File: src/inc/flash_host_pkg.sv
// Purpose: shared constants and types for the bulk-erase flash host controller
// Assumes: 50 MHz system clock, flash pins driven by the host as plain levels
// Notes:   command codes are not fixed here; the user supplies them per request
package flash_host_pkg;

  // ************************************************************
  // Geometry
  // ************************************************************
  localparam int ADDR_W = 15;
  localparam int DATA_W = 8;

  // ************************************************************
  // Timing
  // ************************************************************
  localparam int CLK_MHZ         = 50;
  localparam int PROG_PULSE_US   = 10;
  localparam int ERASE_PULSE_MS  = 10;
  localparam int PROG_PULSE_CYC  = PROG_PULSE_US * CLK_MHZ;
  localparam int ERASE_PULSE_CYC = ERASE_PULSE_MS * 1000 * CLK_MHZ;
  // Phase lengths of one bus cycle, in system clocks (20 ns each)
  localparam logic [3:0] SETUP_CYC  = 4'h2;
  localparam logic [3:0] STROBE_CYC = 4'h4;
  localparam logic [3:0] HOLD_CYC   = 4'h2;

  // ************************************************************
  // Operation kinds on the user port
  // ************************************************************
  typedef enum logic [1:0] {
    OP_READ  = 2'b00,
    OP_WRITE = 2'b01,
    OP_PROG  = 2'b10,
    OP_ERASE = 2'b11
  } op_type;

  typedef struct packed {
    op_type              op;
    logic [ADDR_W-1:0]   byte_addr;
    logic [DATA_W-1:0]   wdata;
    logic [DATA_W-1:0]   cmd1;
  } req_type;

  typedef struct packed {
    logic                chip_sel_n;
    logic                out_en_n;
    logic                wr_en_n;
    logic [ADDR_W-1:0]   byte_addr;
  } pins_type;

endpackage
File: src/design/flash_host_ctrl.sv
// Purpose: host-side sequencer that drives a byte-wide bulk-erase flash
// Assumes: single 50 MHz clock; flash data pins returned through three flops
// Notes:   read, single command write, two-cycle program and erase sequences
`timescale 1ns/1ps
`default_nettype none

module flash_host_ctrl
  import flash_host_pkg::*;
#(
  parameter int ERASE_CYC = ERASE_PULSE_CYC,
  parameter int PROG_CYC  = PROG_PULSE_CYC
) (
  input  wire logic              i_sys_clk,
  input  wire logic              i_reset,
  input  wire logic              i_vpp_req,
  input  wire logic              i_req_valid,
  input  wire req_type           i_req,
  output var  logic              o_req_ready,
  output var  logic              o_rsp_valid,
  output var  logic [DATA_W-1:0] o_rsp_data,
  output var  logic              o_rsp_err,
  output var  logic              o_vpp_high,
  output var  pins_type          o_pins,
  output var  logic [DATA_W-1:0] o_data_io_o,
  output var  logic              o_data_io_oe,
  input  wire logic [DATA_W-1:0] i_data_io_i
);

  localparam int TW = 26;

  typedef enum logic [2:0] {
    ST_IDLE  = 3'b000,
    ST_SETUP = 3'b001,
    ST_STRB  = 3'b010,
    ST_HOLD  = 3'b011,
    ST_WAIT  = 3'b100,
    ST_DONE  = 3'b101
  } state_type;

  state_type         state;
  req_type           cur;
  logic              second;      // Second cycle of a two-cycle sequence
  logic [3:0]        phase_cnt;
  logic [DATA_W-1:0] sync1;
  logic [DATA_W-1:0] sync2;
  logic [DATA_W-1:0] sync3;
  logic              tmr_load;
  logic              tmr_busy;
  logic              tmr_done;
  logic [TW-1:0]     tmr_count;

  // Is the current request a bus write (command cycle)
  function automatic logic is_wr(input op_type op);
    return op != OP_READ;
  endfunction

  // Does this op need a second cycle followed by a pulse wait
  function automatic logic is_two(input op_type op);
    return (op == OP_PROG) || (op == OP_ERASE);
  endfunction

  // ************************************************************
  // Programming voltage qualifier
  // ************************************************************
  // Dropped only while idle so a running pulse never loses its supply
  always_ff @(posedge i_sys_clk) begin
    if (i_reset) begin
      o_vpp_high <= 1'b0;
    end else if (state == ST_IDLE) begin
      o_vpp_high <= i_vpp_req;
    end
  end

  // ************************************************************
  // Read data synchroniser
  // ************************************************************
  // Three stages; the first is read only by the second
  always_ff @(posedge i_sys_clk) begin
    if (i_reset) begin
      sync1 <= '0;
      sync2 <= '0;
      sync3 <= '0;
    end else begin
      sync1 <= i_data_io_i;
      sync2 <= sync1;
      sync3 <= sync2;
    end
  end

  // ************************************************************
  // Sequencer
  // ************************************************************
  always_ff @(posedge i_sys_clk) begin
    if (i_reset) begin
      state       <= ST_IDLE;
      cur         <= '0;
      second      <= 1'b0;
      phase_cnt   <= '0;
      o_req_ready <= 1'b0;
      o_rsp_valid <= 1'b0;
      o_rsp_data  <= '0;
      o_rsp_err   <= 1'b0;
      tmr_load    <= 1'b0;
      tmr_count   <= '0;
    end else begin
      o_rsp_valid <= 1'b0;
      tmr_load    <= 1'b0;
      case (state)
        ST_IDLE: begin
          o_req_ready <= 1'b1;
          if (i_req_valid && o_req_ready) begin
            o_req_ready <= 1'b0;
            if (is_wr(i_req.op) && !o_vpp_high) begin
              o_rsp_err   <= 1'b1;
              o_rsp_valid <= 1'b1;
            end else begin
              cur       <= i_req;
              second    <= 1'b0;
              o_rsp_err <= 1'b0;
              phase_cnt <= SETUP_CYC;
              state     <= ST_SETUP;
            end
          end
        end
        ST_SETUP: begin
          phase_cnt <= phase_cnt - 4'h1;
          if (phase_cnt == 4'h1) begin
            phase_cnt <= STROBE_CYC;
            state     <= ST_STRB;
          end
        end
        ST_STRB: begin
          phase_cnt <= phase_cnt - 4'h1;
          if (phase_cnt == 4'h1) begin
            phase_cnt <= HOLD_CYC;
            state     <= ST_HOLD;
          end
        end
        ST_HOLD: begin
          phase_cnt <= phase_cnt - 4'h1;
          if (phase_cnt == 4'h1) begin
            // Output enable lags the state by a clock and the byte lags
            // three more in the synchroniser, so it is taken at hold end
            if (!is_wr(cur.op)) begin
              o_rsp_data <= sync3;
            end
            if (is_two(cur.op) && !second) begin
              second    <= 1'b1;
              phase_cnt <= SETUP_CYC;
              state     <= ST_SETUP;
            end else if (is_two(cur.op)) begin
              tmr_load  <= 1'b1;
              tmr_count <= (cur.op == OP_ERASE) ? TW'(ERASE_CYC)
                                                : TW'(PROG_CYC);
              state     <= ST_WAIT;
            end else begin
              state <= ST_DONE;
            end
          end
        end
        ST_WAIT: begin
          if (tmr_done) begin
            state <= ST_DONE;
          end
        end
        ST_DONE: begin
          o_rsp_valid <= 1'b1;
          state       <= ST_IDLE;
        end
        default: state <= ST_IDLE;
      endcase
    end
  end

  // ************************************************************
  // Flash pins
  // ************************************************************
  // Address held over the whole cycle so it is valid at either latch edge
  always_ff @(posedge i_sys_clk) begin
    if (i_reset) begin
      o_pins       <= '{chip_sel_n: 1'b1, out_en_n: 1'b1, wr_en_n: 1'b1,
                        byte_addr: '0};
      o_data_io_o  <= '0;
      o_data_io_oe <= 1'b0;
    end else begin
      o_pins.byte_addr <= cur.byte_addr;
      o_pins.chip_sel_n <= !(state == ST_SETUP || state == ST_STRB ||
                             state == ST_HOLD);
      // Read strobes output enable; writes keep it high throughout
      o_pins.out_en_n <= !(state == ST_STRB && !is_wr(cur.op));
      // Strobe falls after setup and rises with data still driven
      o_pins.wr_en_n <= !(state == ST_STRB && is_wr(cur.op));
      o_data_io_oe <= is_wr(cur.op) && (state == ST_SETUP ||
                      state == ST_STRB || state == ST_HOLD);
      // First cycle carries the setup command, second the operand (cmd1 again for erase); a single write carries wdata
      o_data_io_o <= (is_two(cur.op) && !second) ? cur.cmd1
                   : (cur.op == OP_ERASE) ? cur.cmd1 : cur.wdata;
    end
  end

  pulse_timer #(
    .CNT_W (TW)
  ) u_timer (
    .i_sys_clk (i_sys_clk),
    .i_reset   (i_reset),
    .i_load    (tmr_load),
    .i_count   (tmr_count),
    .o_busy    (tmr_busy),
    .o_done    (tmr_done)
  );

  // ************************************************************
  // Checks
  // ************************************************************
  chk_oe_during_write: assert property (@(posedge i_sys_clk)
    disable iff (i_reset) !o_pins.wr_en_n |-> o_pins.out_en_n)
    else $error("output enable low during write strobe");
  chk_cs_with_write: assert property (@(posedge i_sys_clk)
    disable iff (i_reset) !o_pins.wr_en_n |-> !o_pins.chip_sel_n)
    else $error("write strobe without chip select");
  chk_no_bus_clash: assert property (@(posedge i_sys_clk)
    disable iff (i_reset) o_data_io_oe |-> o_pins.out_en_n)
    else $error("host drives data while device may drive");
  chk_vpp_for_write: assert property (@(posedge i_sys_clk)
    disable iff (i_reset) !o_pins.wr_en_n |-> o_vpp_high)
    else $error("write strobe without programming voltage");
  chk_data_at_rise: assert property (@(posedge i_sys_clk)
    disable iff (i_reset)
    (!$past(o_pins.wr_en_n) && o_pins.wr_en_n) |-> o_data_io_oe)
    else $error("data released before strobe rose");
  chk_addr_stable: assert property (@(posedge i_sys_clk)
    disable iff (i_reset)
    !o_pins.wr_en_n |-> $stable(o_pins.byte_addr))
    else $error("address moved during write strobe");
  chk_oe_in_pulse: assert property (@(posedge i_sys_clk)
    disable iff (i_reset) tmr_busy |-> (o_pins.out_en_n && o_pins.wr_en_n))
    else $error("bus active during a pulse");
  chk_two_cycles: assert property (@(posedge i_sys_clk)
    disable iff (i_reset)
    (state == ST_WAIT && $past(state) == ST_HOLD) |-> second)
    else $error("pulse wait began after one write");
  chk_prog_wait: assert property (@(posedge i_sys_clk)
    disable iff (i_reset)
    (tmr_load && cur.op == OP_PROG) |-> tmr_count == TW'(PROG_CYC))
    else $error("wrong program pulse length");
  cov_read: cover property (@(posedge i_sys_clk)
    o_rsp_valid && !o_rsp_err && cur.op == OP_READ);
  cov_prog: cover property (@(posedge i_sys_clk)
    tmr_done && cur.op == OP_PROG);
  cov_erase: cover property (@(posedge i_sys_clk)
    tmr_load && cur.op == OP_ERASE);
  cov_refused: cover property (@(posedge i_sys_clk)
    o_rsp_valid && o_rsp_err);

endmodule
`default_nettype wire

File: src/design/pulse_timer.sv
// Purpose: down counter that times one program or erase pulse
// Assumes: load and run come from the same clock domain
// Notes:   done is a one-cycle pulse when the count expires
`timescale 1ns/1ps
`default_nettype none
module pulse_timer #(
  parameter int CNT_W = 20
) (
  input  wire logic             i_sys_clk,
  input  wire logic             i_reset,
  input  wire logic             i_load,
  input  wire logic [CNT_W-1:0] i_count,
  output var  logic             o_busy,
  output var  logic             o_done
);

  logic [CNT_W-1:0] remain;

  // Count down once loaded; a reload restarts the wait
  always_ff @(posedge i_sys_clk) begin
    if (i_reset) begin
      remain <= '0;
      o_busy <= 1'b0;
      o_done <= 1'b0;
    end else begin
      o_done <= 1'b0;
      if (i_load) begin
        remain <= i_count;
        o_busy <= 1'b1;
      end else if (o_busy) begin
        if (remain <= CNT_W'(1)) begin
          o_busy <= 1'b0;
          o_done <= 1'b1;
        end else begin
          remain <= remain - CNT_W'(1);
        end
      end
    end
  end

endmodule
`default_nettype wire

File: config.mk
export PLATFORM = sky130hd
export DESIGN_NAME = flash_host_ctrl
export DESIGN_NICKNAME = d
export VERILOG_FILES = /design/src/inc/flash_host_pkg.sv /design/src/design/flash_host_ctrl.sv /design/src/design/pulse_timer.sv
export SDC_FILE = /design/constraint.sdc
export NUM_CORES = 1
export LEC_CHECK = 0
export ABC_AREA = 1
export BUFFER_PORTS_ARGS = -buffer_cell sky130_fd_sc_hd__buf_2
export CORE_UTILIZATION = 36
export DETAILED_ROUTE_END_ITERATION = 12
export PLACE_DENSITY = 0.62
export RECOVER_POWER = 50
export SKIP_CTS_REPAIR_TIMING = 1
export SLEW_MARGIN = 10
export SYNTH_ARGS = -nofsm -noshare
export SYNTH_HDL_FRONTEND = slang
export SYNTH_SLANG_ARGS = --single-unit
File: constraint.sdc
create_clock -name i_sys_clk -period 2 [get_ports i_sys_clk]
set_input_delay 0.1 -clock i_sys_clk [delete_from_list [all_inputs] [get_ports i_sys_clk]]
set_output_delay 0.1 -clock i_sys_clk [all_outputs]
set_load 0.03 [all_outputs]
==> metrics.md <==
| Metric | Value |
|---|---|
| Outcome | `finished with violations` |
| Failing checks | `negative hold slack` |
| Setup Crit Path Kind | `reg2reg` |
| Clk_skew | `7.43 ps` |
| Reg2Reg Setup Slack | `310 ps` |
| Share of cells above drive strength 1 | `13.0%` |
| Worst hold margin | `-20.8 ps` |
| CTS Buf Count | `17` |
| Crit share post-route | `84.4%` |
| Synth Area in XOR/XNOR | `1.42%` |
| Die W | `126 um` |
| Layout net count | `929` |
| Unrepaired setup endpoints after global routing | `no` |
| Yosys warns | `0` |
| Gr usage total | `16.8%` |
| First-pass DRT Iterations | `5` |
| Wirelength, routed | `13,000 um` |
| Multi-input logic area | `0.00236 sq mm` |
| Final max-slew violation count | `0` |
| Fin Setup TNS | `0 ps` |
| Maxcap violations | `0` |
| Leak pwr | `0.00326 uW` |
| Synthesis-stage register bit count | `136` |
| Final GP Congestion | `0.866` |
| Seq/Total Area, Yosys | `49.2%` |
| Vias | `5,006` |
| WP data arrival | `1990 ps` |
| Root buffer cell | `clkbuf_16` |
| Dpl hpwl | `8930 um` |
| Grt peak-use layer | `met2` |
| Compound-Gate Fraction of Synth Area | `11.7%` |
| Final ANT Viol Nets | `0` |
| Congestion Overflow GR | `0` |
| Clock-pin slew of the registers on the worst-case setup and hold paths | `60 ps` |
| Met2 Usage GRT | `26.1%` |
| Ports | `84` |
| Avg WL per Cell | `12.1 um` |
| FF-to-FF path depth | `11` |
| Synthesized cell area | `0.00554 sq mm` |
| Die span in y | `126 um` |
| Largest family of logic cells by synthesized area | `simple AND/OR/NAND/NOR gates` |
| TritonCTS clock tree | `done` |
| Drt drc | `0` |
| Vias per Instance | `4.65` |
| Met3 Resource Use GR | `5.99%` |
| CP Capture Type | `register` |
| Slew @ Worst Pin | `713 ps` |
| Final setup viols | `0` |
| FP Rows | `44` |
| DRT iter0 DRCs | `271` |
| Worst Setup Start Kind | `register` |
| Layout area overhead | `28.0%` |
| Max Root-Sink Buffers | `2` |
| First-pass GRT wire length | `21,300 um` |
| Design Power | `7410 uW` |
| Max VDD drop | `0.000713 V` |
| Antenna diodes | `0` |
| Min Tclk post-route | `1690 ps` |
| Met1 global-route usage | `21.7%` |
| Min-Delay Path Class | `in2reg` |
| Syn_area_per_cell | `7.34 sq um` |
| Port Buffers | `83` |
| Initial Util | `37.5%` |
| Post-Synth Simple-Gate Area | `28.7%` |
| Adder-Cell Fraction of Synth Area | `0.904%` |
| Cell Pwr Density | `1050 mW/mm^2` |
| # H-tree levels | `4` |
| Core area | `0.0148 sq mm` |
| Largest net degree at the start of global routing | `43` |
| Yosys cell types | `35` |
| Final worst slack | `313 ps` |
| Number of global-route vias before repair | `4,489` |
| Post-Syn Instances | `754` |
| Fillers | `1,471` |
| Clock Latency Late Sink | `410 ps` |
| Relative slew slack | `52.3%` |
| Mux cell area share after synthesis | `0%` |
| Initial antenna violation count | `0` |
| Syn nets | `803` |
| CP Max Fanout | `11` |
| Final hold violations | `4` |
| Clk sink count | `136` |
| Die footprint | `0.0159 sq mm` |
| Cells on Worst Hold Path | `3` |
| Sequential standard cell area | `0.00272 sq mm` |
| Max Freq | `593 MHz` |
| Fin util | `48.0%` |
| CP Data Required Time | `2310 ps` |
| DP Worst Slack | `309 ps` |
[through the flow]
stage / instances / area (sq um)
after detailed placement: 1009 / 6170
after floorplan: 754 / 5540
after global routing: 1076 / 7090
final: 1076 / 7090
after CTS: 1040 / 6780
after global placement: 1009 / 6170
[final timing paths]
check	from	end
setup / recovery	u_timer.remain[0]$_SDFFE_PP0P_	u_timer.remain[24]$_SDFFE_PP0P_
setup reg to reg	u_timer.remain[0]$_SDFFE_PP0P_	u_timer.remain[24]$_SDFFE_PP0P_
hold / removal	i_req[27]	cur[27]$_SDFFE_PP0P_
hold reg to reg	sync2[1]$_SDFF_PP0_	sync3[1]$_SDFF_PP0_
[final cells by class]
type                            count  area share, %
Tap cell                          184           3.25
Multi-Input combinational cell    505           33.3
Inverter                           86           4.56
Sequential cell                   136           38.4
Clock inverter                      9           1.98
Clock buffer                       22           6.69
Timing Repair Buffer              134           11.8
[flip-flops by register name, indices dropped and copies added (netlist names), 3 cells and up]
register        flops
o_data_io_o         8
phase_cnt           4
tmr_count           3
o_pins             18
o_rsp_data          8
sync1               8
u_timer.remain     26
sync3               8
state               3
cur                33
sync2               8
[worst max-delay path, cell delays in order, from the launching register on]
cell     delay (ps)
dfxtp_1         350
inv_2            60
ha_1            250
nand2_4         120
nor2_2           60
nand3_2          70
nand3_4         150
buf_4           220
nor2_1          130
nand2_1          70
nand2_1          60
nor2_1           40
[per-layer routing]
layer | routed length [um] | part of all wire, %
met1 | 5920 | 45
met2 | 6040 | 46
met3 | 848 | 6.5
met4 | 233 | 1.8
met5 | 0 | 0
[power by group]
| group | switching (uW) | internal [uW] |
|---|---|---|
| Combinational | 729 | 375 |
| Sequential | 121 | 2970 |
| Clock | 1150 | 2060 |
| Total | 2000 | 5410 |
[logic make-up after synthesis]
family,count (synthesis)
XOR/XNOR,9
buffers and inverters,113
adder cells (fa/ha/maj),4
AO/OA/AOI/OAI,123
AND/OR/NAND/NOR,369
flip-flops,136
[cell usage in the layout (no fill, tap or decap), drive strengths merged, types with 4 or more instances in the layout]
| master | count |
|---|---|
| inv | 87 |
| nand4 | 6 |
| ha | 4 |
| o21ai | 69 |
| a21oi | 44 |
| nand2 | 105 |
| nor2 | 203 |
| nor3 | 6 |
| dlygate4sd3 | 36 |
| clkbuf | 61 |
| buf | 59 |
| dfxtp | 136 |
| nand3 | 45 |
| xor2 | 7 |
[Yosys cell counts]
library cell	count	area (sq um)
a211oi_1	2	15.0
or2_2	1	6.26
a32o_1	1	10.0
a21oi_2	2	17.5
nor2_1	186	698
a31oi_1	2	12.5
a21boi_0	2	15.0
clkinv_1	1	3.75
buf_6	3	33.8
a21oi_1	42	210
buf_2	1	5.00
nand2_1	102	383
nand4_1	6	37.5
nand3_2	2	20.0
nand2_2	1	6.26
clkbuf_1	23	86.3
nor3_1	6	30.0
nor2_2	11	68.8
o21a_1	1	7.51
inv_2	4	15.0
xor2_1	7	61.3
ha_1	4	50.1
o21ai_1	1	5.00
nand2_4	2	22.5
o21ai_0	68	340
dfxtp_1	136	2720
inv_1	81	304
xnor2_1	2	17.5
nand3_4	1	17.5
nand3b_1	2	15.0
a22oi_1	1	7.51
nor2_4	6	67.6
nand3_1	42	210
o21bai_1	1	7.51
or2_0	1	6.26
Power figures use the tool's default switching activity.
